File: config.mk
export PLATFORM = sky130hd
export DESIGN_NAME = mcw_writer
export DESIGN_NICKNAME = d
export VERILOG_FILES = /design/src/mcw_pkg.sv /design/src/mcw_writer.sv
export VERILOG_INCLUDE_DIRS = /design/src
export SDC_FILE = /design/constraint.sdc
export NUM_CORES = 1
export LEC_CHECK = 0
export BUFFER_PORTS_ARGS = -buffer_cell sky130_fd_sc_hd__buf_2
export CAP_MARGIN = 15
export CORE_MARGIN = 4
export CORE_UTILIZATION = 55
export CTS_BUF_LIST = sky130_fd_sc_hd__clkbuf_16
export CTS_CLUSTER_SIZE = 16
export DETAILED_ROUTE_END_ITERATION = 12
export HOLD_SLACK_MARGIN = 0.12
export PLACE_DENSITY_LB_ADDON = 0.15
export SYNTH_ARGS = -nofsm -noshare
export SYNTH_HDL_FRONTEND = slang
export SYNTH_SLANG_ARGS = --single-unit
File: constraint.sdc
create_clock -name CORE_CLK_IN -period 3.3 [get_ports CORE_CLK_IN]
set_input_delay 0.165 -clock CORE_CLK_IN [delete_from_list [all_inputs] [get_ports CORE_CLK_IN]]
set_output_delay 0.165 -clock CORE_CLK_IN [all_outputs]
set_load 0.1 [all_outputs]
File: src/mcw_cfg.svh
// Purpose: constants for the mode command record writer
// Assumes: 16-bit shared RAM words, 16-bit RAM addresses
// Notes: record words are written by this block after the message ends, the data word only when mode code bit 4 is set
`ifndef MCW_CFG_SVH
`define MCW_CFG_SVH
`define MCW_BIT_INVALID 14
`define MCW_BIT_GAPBC 13
`define MCW_BIT_WCNT 12
`define MCW_BIT_SYNC 11
`define MCW_BIT_MSGFLT 10
`define MCW_BIT_BUSY 9
`define MCW_BIT_ILL 8
`define MCW_BIT_BUS 5
`define MCW_DATA_CODE_BIT 4
`define MCW_OFS_TAG 16'h0001
`define MCW_OFS_DATA 16'h0002
`define MCW_MC_UNDEF_A 5'h10
`define MCW_MC_UNDEF_B 5'h12
`define MCW_MC_UNDEF_C 5'h13
`endif

File: src/mcw_pkg.sv
// Purpose: types for the mode command record writer
// Assumes: nothing beyond the constants header
// Notes: the state of the writer is one packed struct
package mcw_pkg;
   typedef enum logic [1:0] {
      MCW_IDLE = 2'b00,
      MCW_INFO = 2'b01,
      MCW_TAG = 2'b10,
      MCW_DATA = 2'b11
   } mcw_state_t;

   // results of a finished receive mode command
   typedef struct packed {
      logic [15:0] pointer;
      logic [15:0] time_tag;
      logic [15:0] data_word;
      logic [4:0] mode_code;
      logic bus_b;
      logic broadcast;
      logic data_bad;
      logic gap_fault;
      logic count_fault;
      logic sync_fault;
      logic busy;
      logic illegal;
   } mcw_msg_t;

   typedef struct packed {
      mcw_state_t state;
      logic [15:0] info;
      logic [15:0] tag;
      logic [15:0] data;
      logic [15:0] base;
      logic has_data;
      logic we;
      logic [15:0] addr;
      logic [15:0] wdata;
   } mcw_regs_t;
endpackage

File: src/mcw_writer.sv
// Purpose: writes receive mode command records into shared RAM
// Assumes: message results are valid in the cycle MSG_DONE_IN pulses
// Notes: one RAM word per cycle; a new MSG_DONE_IN is ignored while busy
`timescale 1ns/1ps
`include "mcw_cfg.svh"
module mcw_writer (
   // clock and reset
   input wire logic CORE_CLK_IN,
   input wire logic RST_IN,
   // message results
   input wire logic MSG_DONE_IN,
   input wire mcw_pkg::mcw_msg_t MSG_IN,
   // configuration
   input wire logic GAP_OR_BROADCAST_SELECT_IN,
   input wire logic UNDEFINED_MODE_INVALID_SELECT_IN,
   input wire logic GLOBAL_BUSY_IN,
   input wire logic PER_COMMAND_BUSY_FORCE_IN,
   // response decision
   output logic RESPOND_IN_FORM_OUT,
   // shared RAM write port and busy flag
   output logic RAM_WE_OUT,
   output logic [15:0] RAM_ADDR_OUT,
   output logic [15:0] RAM_WDATA_OUT,
   output logic BUSY_OUT
);
   mcw_pkg::mcw_regs_t r;
   mcw_pkg::mcw_regs_t next_r;
   logic [15:0] info_word;
   logic [4:0] mc;

   // ************************************
   // decode helpers
   // ************************************
   function automatic logic is_undefined_rx(input logic [4:0] code);
      is_undefined_rx = !code[`MCW_DATA_CODE_BIT] || code == `MCW_MC_UNDEF_A
         || code == `MCW_MC_UNDEF_B || code == `MCW_MC_UNDEF_C;
   endfunction

   assign mc = MSG_IN.mode_code;

   // undefined codes answer only when nothing marks them invalid
   always_comb begin
      if (is_undefined_rx(mc)) begin
         RESPOND_IN_FORM_OUT = !MSG_IN.illegal && !UNDEFINED_MODE_INVALID_SELECT_IN;
      end else begin
         RESPOND_IN_FORM_OUT = !MSG_IN.illegal;
      end
   end

   // ************************************
   // information word
   // ************************************
   always_comb begin
      info_word = 16'h0000;
      info_word[`MCW_BIT_INVALID] = MSG_IN.data_bad;
      info_word[`MCW_BIT_GAPBC] = GAP_OR_BROADCAST_SELECT_IN ? MSG_IN.broadcast
         : MSG_IN.gap_fault;
      info_word[`MCW_BIT_WCNT] = MSG_IN.count_fault;
      info_word[`MCW_BIT_SYNC] = MSG_IN.sync_fault;
      info_word[`MCW_BIT_MSGFLT] = MSG_IN.data_bad || MSG_IN.gap_fault
         || MSG_IN.count_fault || MSG_IN.sync_fault;
      info_word[`MCW_BIT_BUSY] = MSG_IN.busy || GLOBAL_BUSY_IN || PER_COMMAND_BUSY_FORCE_IN;
      info_word[`MCW_BIT_ILL] = MSG_IN.illegal;
      info_word[`MCW_BIT_BUS] = MSG_IN.bus_b;
      info_word[4:0] = mc;
   end

   // ************************************
   // record sequencer
   // ************************************
   always_comb begin
      next_r = r;
      next_r.we = 1'b0;
      unique case (r.state)
         mcw_pkg::MCW_IDLE: begin
            if (MSG_DONE_IN) begin
               // capture only after completion so no record is started from an unfinished message
               next_r.info = info_word;
               next_r.tag = MSG_IN.time_tag;
               next_r.data = MSG_IN.data_word;
               next_r.base = MSG_IN.pointer;
               next_r.has_data = mc[`MCW_DATA_CODE_BIT];
               next_r.state = mcw_pkg::MCW_INFO;
            end
         end
         mcw_pkg::MCW_INFO: begin
            next_r.we = 1'b1;
            next_r.addr = r.base;
            next_r.wdata = r.info;
            next_r.state = mcw_pkg::MCW_TAG;
         end
         mcw_pkg::MCW_TAG: begin
            next_r.we = 1'b1;
            next_r.addr = r.base + `MCW_OFS_TAG;
            next_r.wdata = r.tag;
            next_r.state = r.has_data ? mcw_pkg::MCW_DATA : mcw_pkg::MCW_IDLE;
         end
         mcw_pkg::MCW_DATA: begin
            next_r.we = 1'b1;
            next_r.addr = r.base + `MCW_OFS_DATA;
            next_r.wdata = r.data;
            next_r.state = mcw_pkg::MCW_IDLE;
         end
      endcase
   end

   always_ff @(posedge CORE_CLK_IN) begin
      if (RST_IN) begin
         r <= '0;
      end else begin
         r <= next_r;
      end
   end

   assign RAM_WE_OUT = r.we;
   assign RAM_ADDR_OUT = r.addr;
   assign RAM_WDATA_OUT = r.wdata;
   assign BUSY_OUT = r.state != mcw_pkg::MCW_IDLE;

   // ************************************
   // checks
   // ************************************
   AST_INFO_AT_BASE: assert property (@(posedge CORE_CLK_IN) disable iff (RST_IN)
      (MSG_DONE_IN && !BUSY_OUT) |=> ##1 (RAM_WE_OUT && RAM_ADDR_OUT == $past(MSG_IN.pointer, 2)))
      else $error("info word not at pointer");
   AST_TAG_NEXT: assert property (@(posedge CORE_CLK_IN) disable iff (RST_IN)
      (MSG_DONE_IN && !BUSY_OUT) |=> ##2 (RAM_WE_OUT
         && RAM_ADDR_OUT == $past(MSG_IN.pointer, 3) + 16'h0001))
      else $error("time tag not at pointer plus one");
   AST_DATA_PLUS2: assert property (@(posedge CORE_CLK_IN) disable iff (RST_IN)
      (MSG_DONE_IN && !BUSY_OUT && mc[4]) |=> ##3 (RAM_WE_OUT
         && RAM_ADDR_OUT == $past(MSG_IN.pointer, 4) + 16'h0002))
      else $error("data word not at pointer plus two");
   AST_NO_DATA_LOW: assert property (@(posedge CORE_CLK_IN) disable iff (RST_IN)
      (MSG_DONE_IN && !BUSY_OUT && !mc[4]) |=> ##3 !RAM_WE_OUT)
      else $error("data slot written for low mode code");
   AST_NO_WRITE_IDLE: assert property (@(posedge CORE_CLK_IN) disable iff (RST_IN)
      (!BUSY_OUT && !MSG_DONE_IN) |=> !RAM_WE_OUT)
      else $error("write without completed message");
   AST_DATA_STORED: assert property (@(posedge CORE_CLK_IN) disable iff (RST_IN)
      (MSG_DONE_IN && !BUSY_OUT && mc[4]) |=> ##3 (RAM_WDATA_OUT == $past(MSG_IN.data_word, 4)))
      else $error("mode data word not stored");
   AST_MSG_FAULT: assert property (@(posedge CORE_CLK_IN) disable iff (RST_IN)
      (MSG_DONE_IN && !BUSY_OUT) |=> ##1 (RAM_WDATA_OUT[10] == ($past(MSG_IN.data_bad, 2)
         || $past(MSG_IN.gap_fault, 2) || $past(MSG_IN.count_fault, 2)
         || $past(MSG_IN.sync_fault, 2))))
      else $error("message error flag mismatch");
   AST_UNUSED_ZERO: assert property (@(posedge CORE_CLK_IN) disable iff (RST_IN)
      (MSG_DONE_IN && !BUSY_OUT) |=> ##1 (RAM_WDATA_OUT[15] == 1'b0 && RAM_WDATA_OUT[7:6] == 2'b00))
      else $error("unused info bits not zero");
   AST_UNDEF_INVALID: assert property (@(posedge CORE_CLK_IN) disable iff (RST_IN)
      (UNDEFINED_MODE_INVALID_SELECT_IN && !mc[4]) |-> !RESPOND_IN_FORM_OUT)
      else $error("undefined code answered while invalid");
   AST_UNDEF_DATA_INVALID: assert property (@(posedge CORE_CLK_IN) disable iff (RST_IN)
      (UNDEFINED_MODE_INVALID_SELECT_IN && (mc == 5'h10 || mc == 5'h12 || mc == 5'h13))
         |-> !RESPOND_IN_FORM_OUT)
      else $error("undefined data code answered while invalid");
   AST_ILLEGAL_BIT: assert property (@(posedge CORE_CLK_IN) disable iff (RST_IN)
      (MSG_DONE_IN && !BUSY_OUT) |=> ##1 (RAM_WDATA_OUT[8] == $past(MSG_IN.illegal, 2)))
      else $error("illegal command bit wrong");
   AST_BUS_BIT: assert property (@(posedge CORE_CLK_IN) disable iff (RST_IN)
      (MSG_DONE_IN && !BUSY_OUT) |=> ##1 (RAM_WDATA_OUT[5] == $past(MSG_IN.bus_b, 2)))
      else $error("bus select bit wrong");
   AST_MODE_FIELD: assert property (@(posedge CORE_CLK_IN) disable iff (RST_IN)
      (MSG_DONE_IN && !BUSY_OUT) |=> ##1 (RAM_WDATA_OUT[4:0] == $past(mc, 2)))
      else $error("mode code field wrong");
endmodule // mcw_writer

==> results.py, run 1 <==
metrics = {
    "critical_path": {
        "startpoint": "r[99]",
        "crit_path_end_kind": "flop",
        "worstSetupPathType": "reg -> reg",
        "cp_max_fo": 37,
        "cp-start-kind": "flop",
        "rr_startpoint": "r[99]",
        "required_ns": 3.50,
        "critPathArrivalTime_ns": 2.73,
    },
    "die": {
        "boundaryPins": 103,
        "die_area_um2": 9550,
        "initial_core_util": 0.5701,
        "core_um2": 7767,
        "die_w_um": 97.73,
        "die_y_um": 97.73,
        "row_count": 32,
    },
    "timing": {
        "fin_crit_ns": 2.530,
        "rsz0062_at_grt": "false",
        "hold_violations": 0,
        "fin_ws_ns": 0.7699,
        "tightest_slew_ns": 0.7862,
        "finClkSkew_ns": 0.005557,
        "fin_setup_tns_ns": 0,
        "setup_viol": 0,
        "drv_slew": 0,
        "fmax_mhz": 395.2,
        "fin_crit_sh": 0.7667,
        "relSlewSlack": 0.4759,
    },
    "cells_and_area": {
        "fin_nets": 693,
        "fillers": 603,
        "antenna_cells": 0,
        "multi_input_area_um2": 2029,
        "seq_area_um2": 1923,
        "drive_above_1_share": 0.2389,
        "area_delta_synth_final_pct": 25.09,
    },
    "logic_synthesis": {
        "synth-xor-area-share": 0.01385,
        "synth.avg_cell_area_um2": 8.581,
        "ys_ff_latch": 96,
        "synth_top_family_by_area": "simple AND/OR/NAND/NOR gates",
        "synth_top_area_frac": 0.4340,
        "async_flop_share": 0,
        "syn-cell-area_um2": 4428,
        "synthDistinctLibCells": 49,
        "syn_nets": 586,
        "yosys-top-cells-area": "dfxtp_1 43%, nand2_1 11%, a21oi_1 7.8%, mux4_2 6.6%, buf_4 5.8%",
        "muxShareOfSynthArea": 0.07742,
        "synth-edff-count": 0,
        "yosysTopAreaCell": "dfxtp_1",
        "synthTopCellsByCount": "128 x nand2_1, 96 x dfxtp_1, 69 x a21oi_1",
        "ys_seq_area_frac": 0.4340,
        "postSynthCellCount": 516,
        "yosys_warnings": 0,
        "yosysMostFrequentCell": "nand2_1",
        "yosys.area_share.simple": 0.2037,
        "synthAdderAreaFrac": 0.005651,
        "ys.flop_type": "dfxtp_1",
        "synth_compound_area_frac": 0.1568,
    },
    "routing": {
        "avgRoutedWirePerCell_um": 15.12,
        "drc": 0,
        "wirelength_um": 11040,
        "viasPerCell": 5.390,
        "antenna_left": 0,
        "vias": 3935,
        "dr.pass1.iters": 4,
        "drtIter0Drc": 149,
    },
    "clock_network": {
        "cts_resized": 0,
        "tritoncts": "yes",
        "cts_max_level": 3,
        "cts_inserted_buffers": 9,
        "cts_buffer_depth": 2,
        "clock_sink_count": 96,
        "clk_latency_ns": 0.34,
        "clkTransAtPathRegs_ns": 0.07,
        "cts_root_buf": "clkbuf_16",
    },
    "flow_run": {
        "max-cap-violations": 0,
    },
    "min_path": {
        "hp-class": "in -> reg",
        "min_from": "MSG_IN[4]",
    },
    "placement": {
        "dpl.hpwl_um": 7007,
        "portBuffers": 102,
        "gp_congestion": 0.8190,
        "post-place-ws_ns": 1.081,
    },
    "global_route": {
        "antenna_found_initial": 0,
        "track_usage": 0.2384,
        "grt_max_degree": 54,
        "overflow": 0,
        "grt_pass1_vias": 3930,
        "grt_pass1_wl_um": 18820,
    },
    "power_and_ir_drop": {
        "ir_drop_v": 0.0003326,
        "power_density_nw_per_um2": 504.8,
        "leakage_nw": 2.209,
    },
    "status": {
        "outcome": "finished clean",
    },
}
==> logic make-up (layout without fill, tap and decap cells) <==
kind of cell | count (synthesis) | count (layout)
AO/OA/AOI/OAI | 113 | 113
XOR/XNOR | 7 | 7
adder cells (fa/ha/maj) | 2 | 2
buffers and inverters | 78 | 190
flip-flops | 96 | 96
multiplexers | 18 | 18
AND/OR/NAND/NOR | 202 | 202
==> registers in the layout, summed over array words and instances (netlist names) <==
register / flops
r: 63
RAM_ADDR_OUT: 16
RAM_WDATA_OUT: 16
RAM_WE_OUT: 1
==> path summary, 6_finish.rpt <==
check | slack (ns) | cells after the start | endpoint
setup / recovery | 0.77 | 5 | r[91]
hold / removal | 0.15 | 3 | r[92]
setup reg to reg | 0.77 | 5 | r[91]
hold reg to reg | 0.45 | 2 | r[73]
==> layer usage <==
| layer | vias up | global-route usage | part of all wire |
|---|---|---|---|
| li1 | 1966 | - | - |
| met1 | 1811 | 0.3191 | 0.45 |
| met2 | 127 | 0.3764 | 0.46 |
| met3 | 31 | 0.04020 | 0.059 |
| met4 | 0 | 0.1129 | 0.032 |
| met5 | - | 0 | 0 |
==> final cells by class <==
type	instances	share of cell area
Sequential cell	96	0.3472
Timing Repair Buffer	168	0.2087
Tap cell	102	0.02304
Multi-Input combinational cell	342	0.3664
Clock buffer	9	0.04066
Clock inverter	7	0.009939
Inverter	6	0.004066
==> worst max-delay path, stage by stage, from the launching register on <==
cell and delay (ns):
dfxtp_1 0.50, nor2_2 0.39, nand2_2 0.49, nor4_1 0.36, dlygate4sd3_1 0.60, nor3_1 0.04
==> what timing repair did <==
item | in CTS | in global routing
setup endpoints to repair | 0 | 0
buffers inserted | 0 | 0
hold buffers | 60 | 0
endpoints found under the hold margin | 59 | 0
==> where the power goes <==
part / switching (mW) / total [mW] / internal (mW)
Clock: 0.454 / 0.972 / 0.517
Combinational: 0.351 / 0.535 / 0.184
Sequential: 0.0587 / 1.29 / 1.23
Total: 0.864 / 2.80 / 1.93
==> cell usage in the layout, fill, tap and decap left out, drive strengths merged, types with 3 or more instances in the layout <==
| cell | instances |
|---|---|
| o22ai | 4 |
| mux2i | 5 |
| dfxtp | 96 |
| o211ai | 4 |
| nor2b | 16 |
| buf | 108 |
| dlygate4sd3 | 60 |
| a2111oi | 4 |
| nand4 | 6 |
| clkinv | 5 |
| nor3 | 9 |
| inv | 7 |
| mux4 | 13 |
| nand2b | 3 |
| nand2 | 128 |
| xnor2 | 6 |
| and4 | 3 |
| a311oi | 4 |
| nor4 | 9 |
| a21oi | 69 |
| clkbuf | 9 |
| a211oi | 8 |
| nand3 | 3 |
| o21ai | 5 |
| nor2 | 23 |
==> through the flow <==
| stage | total power, mW | hold slack [ns] | util | cell area [um2] | cells |
|---|---|---|---|---|---|
| final | 2.796 | 0.1485 | 0.7131 | 5539 | 730 |
| after global routing | 2.910 | 0.1844 | 0.7131 | 5539 | 730 |
| after CTS | 2.807 | 0.1444 | 0.7131 | 5539 | 730 |
| after detailed placement | 1.792 | 0.4125 | 0.5997 | 4658 | 654 |
| after global placement | 1.782 | 0.4039 | 0.5997 | 4658 | 654 |
| after floorplan | 1.710 | 0.3010 | - | 4428 | 516 |
Note: power is estimated with default switching activity, not from simulation.
==> run 2: changes to the inputs <==
--- a/config.mk
+++ b/config.mk
@@ -6,10 +6,11 @@
 export SDC_FILE = /design/constraint.sdc
 export NUM_CORES = 1
 export LEC_CHECK = 0
+export ABC_AREA = 1
 export BUFFER_PORTS_ARGS = -buffer_cell sky130_fd_sc_hd__buf_2
 export CAP_MARGIN = 15
 export CORE_MARGIN = 4
-export CORE_UTILIZATION = 55
+export CORE_UTILIZATION = 54
 export CTS_BUF_LIST = sky130_fd_sc_hd__clkbuf_16
 export CTS_CLUSTER_SIZE = 16
 export DETAILED_ROUTE_END_ITERATION = 12
==> constraint.sdc (replaced) <==
create_clock -name CORE_CLK_IN -period 2.5 [get_ports CORE_CLK_IN]
set_input_delay 0.125 -clock CORE_CLK_IN [delete_from_list [all_inputs] [get_ports CORE_CLK_IN]]
set_output_delay 0.125 -clock CORE_CLK_IN [all_outputs]
set_load 0.1 [all_outputs]
==> run 2 against run 1 <==
First-iteration DRC count rose by 89%. Global-route usage rose by 4.1 points. Sequential share of layout area fell by 1.5 points. Synthesized cell count rose by 26%. Worst setup slack got worse by 0.30 ns.
==> results.py, run 2 <==
metrics = {
    "logic_synthesis": {
        "ys_seq_area_frac": 0.4220,
        "syn_nets": 718,
        "synth-edff-count": 0,
        "synth-xor-area-share": 0,
        "synth_compound_area_frac": 0.2088,
        "synth_top_area_frac": 0.4220,
        "yosys_warnings": 0,
        "muxShareOfSynthArea": 0,
        "yosys-top-cells-area": "dfxtp_1 42%, o21ai_0 11%, nor2_1 10%, nand2_1 7.3%, buf_4 5.8%",
        "syn-cell-area_um2": 4554,
        "synth.avg_cell_area_um2": 7.028,
        "synthTopCellsByCount": "127 x nor2_1, 101 x o21ai_0, 96 x dfxtp_1",
        "async_flop_share": 0,
        "synthAdderAreaFrac": 0.005495,
        "postSynthCellCount": 648,
        "ys.flop_type": "dfxtp_1",
        "yosys.area_share.simple": 0.2415,
        "ys_ff_latch": 96,
        "yosysMostFrequentCell": "nor2_1",
        "yosysTopAreaCell": "dfxtp_1",
        "synth_top_family_by_area": "simple AND/OR/NAND/NOR gates",
        "synthDistinctLibCells": 37,
    },
    "clock_network": {
        "clk_latency_ns": 0.35,
        "cts_max_level": 3,
        "cts_root_buf": "clkbuf_16",
        "clock_sink_count": 96,
        "cts_inserted_buffers": 9,
        "clkTransAtPathRegs_ns": 0.08,
        "post_cts_buffers": 0,
        "tritoncts": "yes",
        "cts_buffer_depth": 2,
    },
    "cells_and_area": {
        "area_delta_synth_final_pct": 27.01,
        "largest-register": "r",
        "fin_cells": 873,
        "largest_reg_flops": 63,
        "fillers": 722,
        "fin_nets": 833,
        "final_common_cell": "nor2_1",
        "final_cell_mix": "127 x nor2_1, 102 x buf_2, 101 x o21ai_0",
        "antenna_cells": 0,
        "drive_above_1_share": 0.1940,
    },
    "critical_path": {
        "rr_startpoint": "r[98]",
        "required_ns": 2.72,
        "reg2reg_depth": 5,
        "worstSetupPathType": "reg -> reg",
        "r2r_slack_ns": 0.47,
        "cp-start-kind": "flop",
        "reg2reg_to": "RAM_ADDR_OUT[1]",
        "critPathArrivalTime_ns": 2.25,
        "cp_max_fo": 18,
        "crit_path_end_kind": "flop",
    },
    "timing": {
        "fin_crit_sh": 0.8101,
        "setup_viol": 0,
        "finClkSkew_ns": 0.01547,
        "fin_crit_ns": 2.025,
        "tightest_slew_ns": 0.5973,
        "rsz0062_at_grt": "false",
        "fmax_mhz": 493.8,
        "hold_violations": 0,
        "drv_slew": 0,
        "fin_setup_tns_ns": 0,
        "relSlewSlack": 0.6013,
    },
    "routing": {
        "drc": 0,
        "antenna_left": 0,
        "drtIter0Drc": 282,
        "viasPerCell": 5.400,
        "wirelength_um": 13320,
        "vias": 4714,
        "avgRoutedWirePerCell_um": 15.26,
        "dr.pass1.iters": 5,
    },
    "die": {
        "initial_core_util": 0.5543,
        "row_count": 33,
        "boundaryPins": 103,
        "die_y_um": 99.84,
        "die_area_um2": 9967,
        "core_um2": 8217,
        "die_w_um": 99.84,
    },
    "power_and_ir_drop": {
        "ir_drop_v": 0.0004938,
        "power_density_nw_per_um2": 707.3,
        "leakage_nw": 2.556,
    },
    "global_route": {
        "track_usage": 0.2793,
        "grt_max_degree": 73,
        "antenna_found_initial": 0,
        "overflow": 0,
        "grt_pass1_vias": 4635,
        "grt_pass1_wl_um": 22280,
    },
    "min_path": {
        "hp-class": "in -> reg",
        "whs_path_depth": 3,
        "hold_path_end": "r[61]",
        "min_from": "MSG_IN[24]",
    },
    "placement": {
        "portBuffers": 102,
        "dpl.hpwl_um": 8733,
        "gp_congestion": 0.9516,
        "placed_cells": 796,
    },
    "flow_run": {
        "max-cap-violations": 0,
    },
    "status": {
        "outcome": "finished clean",
    },
}
run 2: changes by cell type after synthesis, sizes merged, moves of 8 or more:
cell    delta
nor2b     -16
a31oi     +13
nor4       -9
nand3     +25
a211oi     -8
nand2     -33
o21ai    +103
a21oi     -30
nor2     +110
inv       +36
mux4      -13
run 2: cell type report:
cell class / count / area, um2 / area share
clock buffer: 9 / 225.2 / 0.03894
multi-input combinational: 442 / 2078 / 0.3593
sequential: 96 / 1922 / 0.3323
tap: 105 / 131.4 / 0.02271
inverter: 43 / 162.7 / 0.02812
timing repair buffer: 171 / 1194 / 0.2064
clock inverter: 7 / 71.32 / 0.01233
run 2: kinds of logic after synthesis:
logic type,after synthesis
fa+ha+maj,2
simple gates,263
flops,96
buf+inv,110
compound gates,177
run 2: how the worst max path moves through the flow:
| stage | from | to | slack, ns | cells past startpoint |
|---|---|---|---|---|
| 3_5_place_dp | r[98] | RAM_ADDR_OUT[1] | 0.49 | 5 |
| 3_3_place_gp | r[98] | RAM_ADDR_OUT[1] | 0.65 | 5 |
| 4_1_cts | r[98] | RAM_ADDR_OUT[1] | 0.51 | 5 |
| 6_report | r[98] | RAM_ADDR_OUT[1] | 0.47 | 5 |
| 2_1_floorplan | MSG_IN[8] | RESPOND_IN_FORM_OUT | 0.61 | 4 |
| 5_1_grt | r[98] | RAM_ADDR_OUT[1] | 0.29 | 5 |
run 2: repair_timing:
| item | CTS | global route |
|---|---|---|
| hold buffers | 61 | 0 |
| endpoints found under the hold margin | 59 | 0 |
| resized for setup | 0 | 0 |
run 2: worst max-delay path, stage by stage (launching register included):
cell	delay [ns]
dfxtp_1	0.59
inv_2	0.23
nand2_1	0.39
inv_2	0.28
a221oi_1	0.32
a21oi_1	0.10
run 2: per-layer routing:
| layer | wire [um] | GRT usage | vias up |
|---|---|---|---|
| met5 | 0 | 0 | - |
| met4 | 352 | 0.1103 | 0 |
| met3 | 814 | 0.05073 | 34 |
| met2 | 6240 | 0.4592 | 158 |
| met1 | 5916 | 0.3638 | 2189 |
| li1 | - | - | 2333 |
run 2: report_power, final:
part	internal (mW)	switching, mW	leakage [nW]	total (mW)
Sequential	1.67	0.108	0.793	1.77
Clock	0.708	0.665	0.139	1.37
Combinational	0.265	0.679	1.62	0.944
Total	2.64	1.45	2.56	4.09
run 2: metrics by stage:
step | instance area [um2] | setup WS (ns) | hold slack [ns] | util | power (mW)
2_1_floorplan | 4554 | 0.6127 | 0.2688 | - | 2.511
3_5_place_dp | 4877 | 0.4878 | 0.3798 | 0.5936 | 2.668
3_3_place_gp | 4877 | 0.6547 | 0.3740 | 0.5936 | 2.653
6_report | 5784 | 0.4747 | 0.1234 | 0.7040 | 4.091
5_1_grt | 5784 | 0.2944 | 0.1513 | 0.7040 | 4.261
4_1_cts | 5784 | 0.5106 | 0.1281 | 0.7040 | 4.094
==> run 3: changes to the inputs <==
--- a/config.mk
+++ b/config.mk
@@ -10,7 +10,7 @@
 export BUFFER_PORTS_ARGS = -buffer_cell sky130_fd_sc_hd__buf_2
 export CAP_MARGIN = 15
 export CORE_MARGIN = 4
-export CORE_UTILIZATION = 54
+export CORE_UTILIZATION = 49
 export CTS_BUF_LIST = sky130_fd_sc_hd__clkbuf_16
 export CTS_CLUSTER_SIZE = 16
 export DETAILED_ROUTE_END_ITERATION = 12
==> constraint.sdc (replaced) <==
create_clock -name CORE_CLK_IN -period 1.8 [get_ports CORE_CLK_IN]
set_input_delay 0.09 -clock CORE_CLK_IN [delete_from_list [all_inputs] [get_ports CORE_CLK_IN]]
set_output_delay 0.09 -clock CORE_CLK_IN [all_outputs]
set_load 0.1 [all_outputs]
==> run 3 against run 2 <==
Cell count up 1.5%. Clock-buffer cell count unchanged. Via count down 0.74%. Critical endpoint is now BUSY_OUT. Largest cell class unchanged. Highest routed layer unchanged.
==> results.py, run 3 (synthesis results as in run 2) <==
metrics = {
    "status": {
        "outcome": "finished clean",
    },
    "clock_network": {
        "tritoncts": "yes",
        "cts_buffer_depth": 2,
        "cts_max_level": 3,
        "clock_sink_count": 96,
        "clkTransAtPathRegs_ns": 0.07,
        "cts_root_buf": "clkbuf_16",
        "clk_latency_ns": 0.34,
        "cts_inserted_buffers": 9,
        "post_cts_buffers": 0,
    },
    "cells_and_area": {
        "multi_input_area_um2": 2085,
        "largest_reg_flops": 63,
        "fin_nets": 845,
        "largest-register": "r",
        "drive_above_1_share": 0.2044,
        "stdcell_area_um2": 5879,
        "fillers": 793,
        "final_common_cell": "nor2_1",
        "antenna_cells": 0,
        "final_cell_mix": "127 x nor2_1, 102 x buf_2, 101 x o21ai_0",
        "area_delta_synth_final_pct": 29.09,
        "seq_area_um2": 1923,
    },
    "critical_path": {
        "cp-start-kind": "flop",
        "crit_path_end_kind": "output pin",
        "critPathCapture": "BUSY_OUT",
        "reg2reg_to": "RAM_ADDR_OUT[12]",
        "r2r_slack_ns": 0.22,
        "worstSetupPathType": "reg -> out",
        "reg2reg_depth": 10,
        "critPathArrivalTime_ns": 1.59,
        "rr_startpoint": "r[34]",
        "cp_max_fo": 7,
        "required_ns": 1.71,
        "startpoint": "r[99]",
    },
    "flow_run": {
        "max-cap-violations": 0,
    },
    "timing": {
        "fin_setup_tns_ns": 0,
        "relSlewSlack": 0.6734,
        "rsz0062_at_grt": "false",
        "fin_crit_ns": 1.678,
        "finClkSkew_ns": 0.007855,
        "drv_slew": 0,
        "fmax_mhz": 596.1,
        "setup_viol": 0,
        "tightest_slew_ns": 0.4933,
        "hold_violations": 0,
        "fin_ws_ns": 0.1225,
        "fin_crit_sh": 0.9320,
        "whs_ns": 0.2062,
    },
    "min_path": {
        "hp-class": "in -> reg",
    },
    "global_route": {
        "grt_pass1_wl_um": 21960,
        "grt_pass1_vias": 4556,
        "antenna_found_initial": 0,
        "grt_max_degree": 34,
        "overflow": 0,
        "track_usage": 0.2442,
    },
    "placement": {
        "post-place-ws_ns": 0.1216,
        "dpl.hpwl_um": 8787,
        "placed_cell_area_um2": 4985,
        "portBuffers": 102,
        "gp_congestion": 0.9113,
    },
    "routing": {
        "wirelength_um": 13050,
        "vias": 4679,
        "viasPerCell": 5.281,
        "drc": 0,
        "drtIter0Drc": 321,
        "antenna_left": 0,
        "dr.pass1.iters": 6,
        "avgRoutedWirePerCell_um": 14.73,
    },
    "die": {
        "row_count": 34,
        "core_um2": 8891,
        "die_area_um2": 10900,
        "boundaryPins": 103,
        "die_y_um": 104.4,
        "initial_core_util": 0.5122,
        "die_w_um": 104.4,
    },
    "power_and_ir_drop": {
        "ir_drop_v": 0.0005358,
        "power_mw": 5.534,
        "power_density_nw_per_um2": 941.2,
        "leakage_nw": 2.597,
    },
}
==> run 3: how the worst min path moves through the flow <==
stage,slack (ns),to,from,cells past startpoint
floorplan,0.23,r[96],MSG_IN[5],2
global placement,0.34,r[79],MSG_IN[42],3
detailed placement,0.35,r[50],MSG_IN[13],3
CTS,0.19,RAM_ADDR_OUT[1],RST_IN,3
global route,0.23,r[96],RST_IN,3
finish,0.21,RAM_ADDR_OUT[1],RST_IN,3
==> run 3: layer usage <==
metal,routed length [um],GRT usage
met2,6159,0.4114
met4,308,0.08452
met5,0,0
met1,5839,0.3085
met3,741,0.05214
==> run 3: per-stage QoR <==
step | std cells | utilization
3_5_place_dp | 809 | 0.5607
3_3_place_gp | 809 | 0.5607
2_1_floorplan | 648 | -
6_report | 886 | 0.6613
4_1_cts | 886 | 0.6609
5_1_grt | 886 | 0.6613
==> run 3: final cells by class <==
type,instances,share of cell area
Clock buffer,9,0.03831
Clock inverter,5,0.005959
Inverter,43,0.02767
Multi-Input combinational cell,442,0.3545
Sequential cell,96,0.3271
Tap cell,108,0.02298
Timing Repair Buffer,183,0.2235
==> run 3: where the power goes <==
part	internal, mW	switching [mW]
Combinational	0.395	0.953
Clock	0.921	0.815
Sequential	2.32	0.132
==> run 3: critical path, stage by stage, from the launching register on <==
cell	delay, ns
dfxtp_1	0.32
nor2_1	0.27
clkinv_1	0.28
buf_2	0.37
==> run 3: timing repair <==
action / in CTS / in global routing
gates resized for setup: 0 / 2
endpoints found under the setup margin: 0 / 2
hold buffers: 63 / 0
hold endpoints to repair: 61 / 0
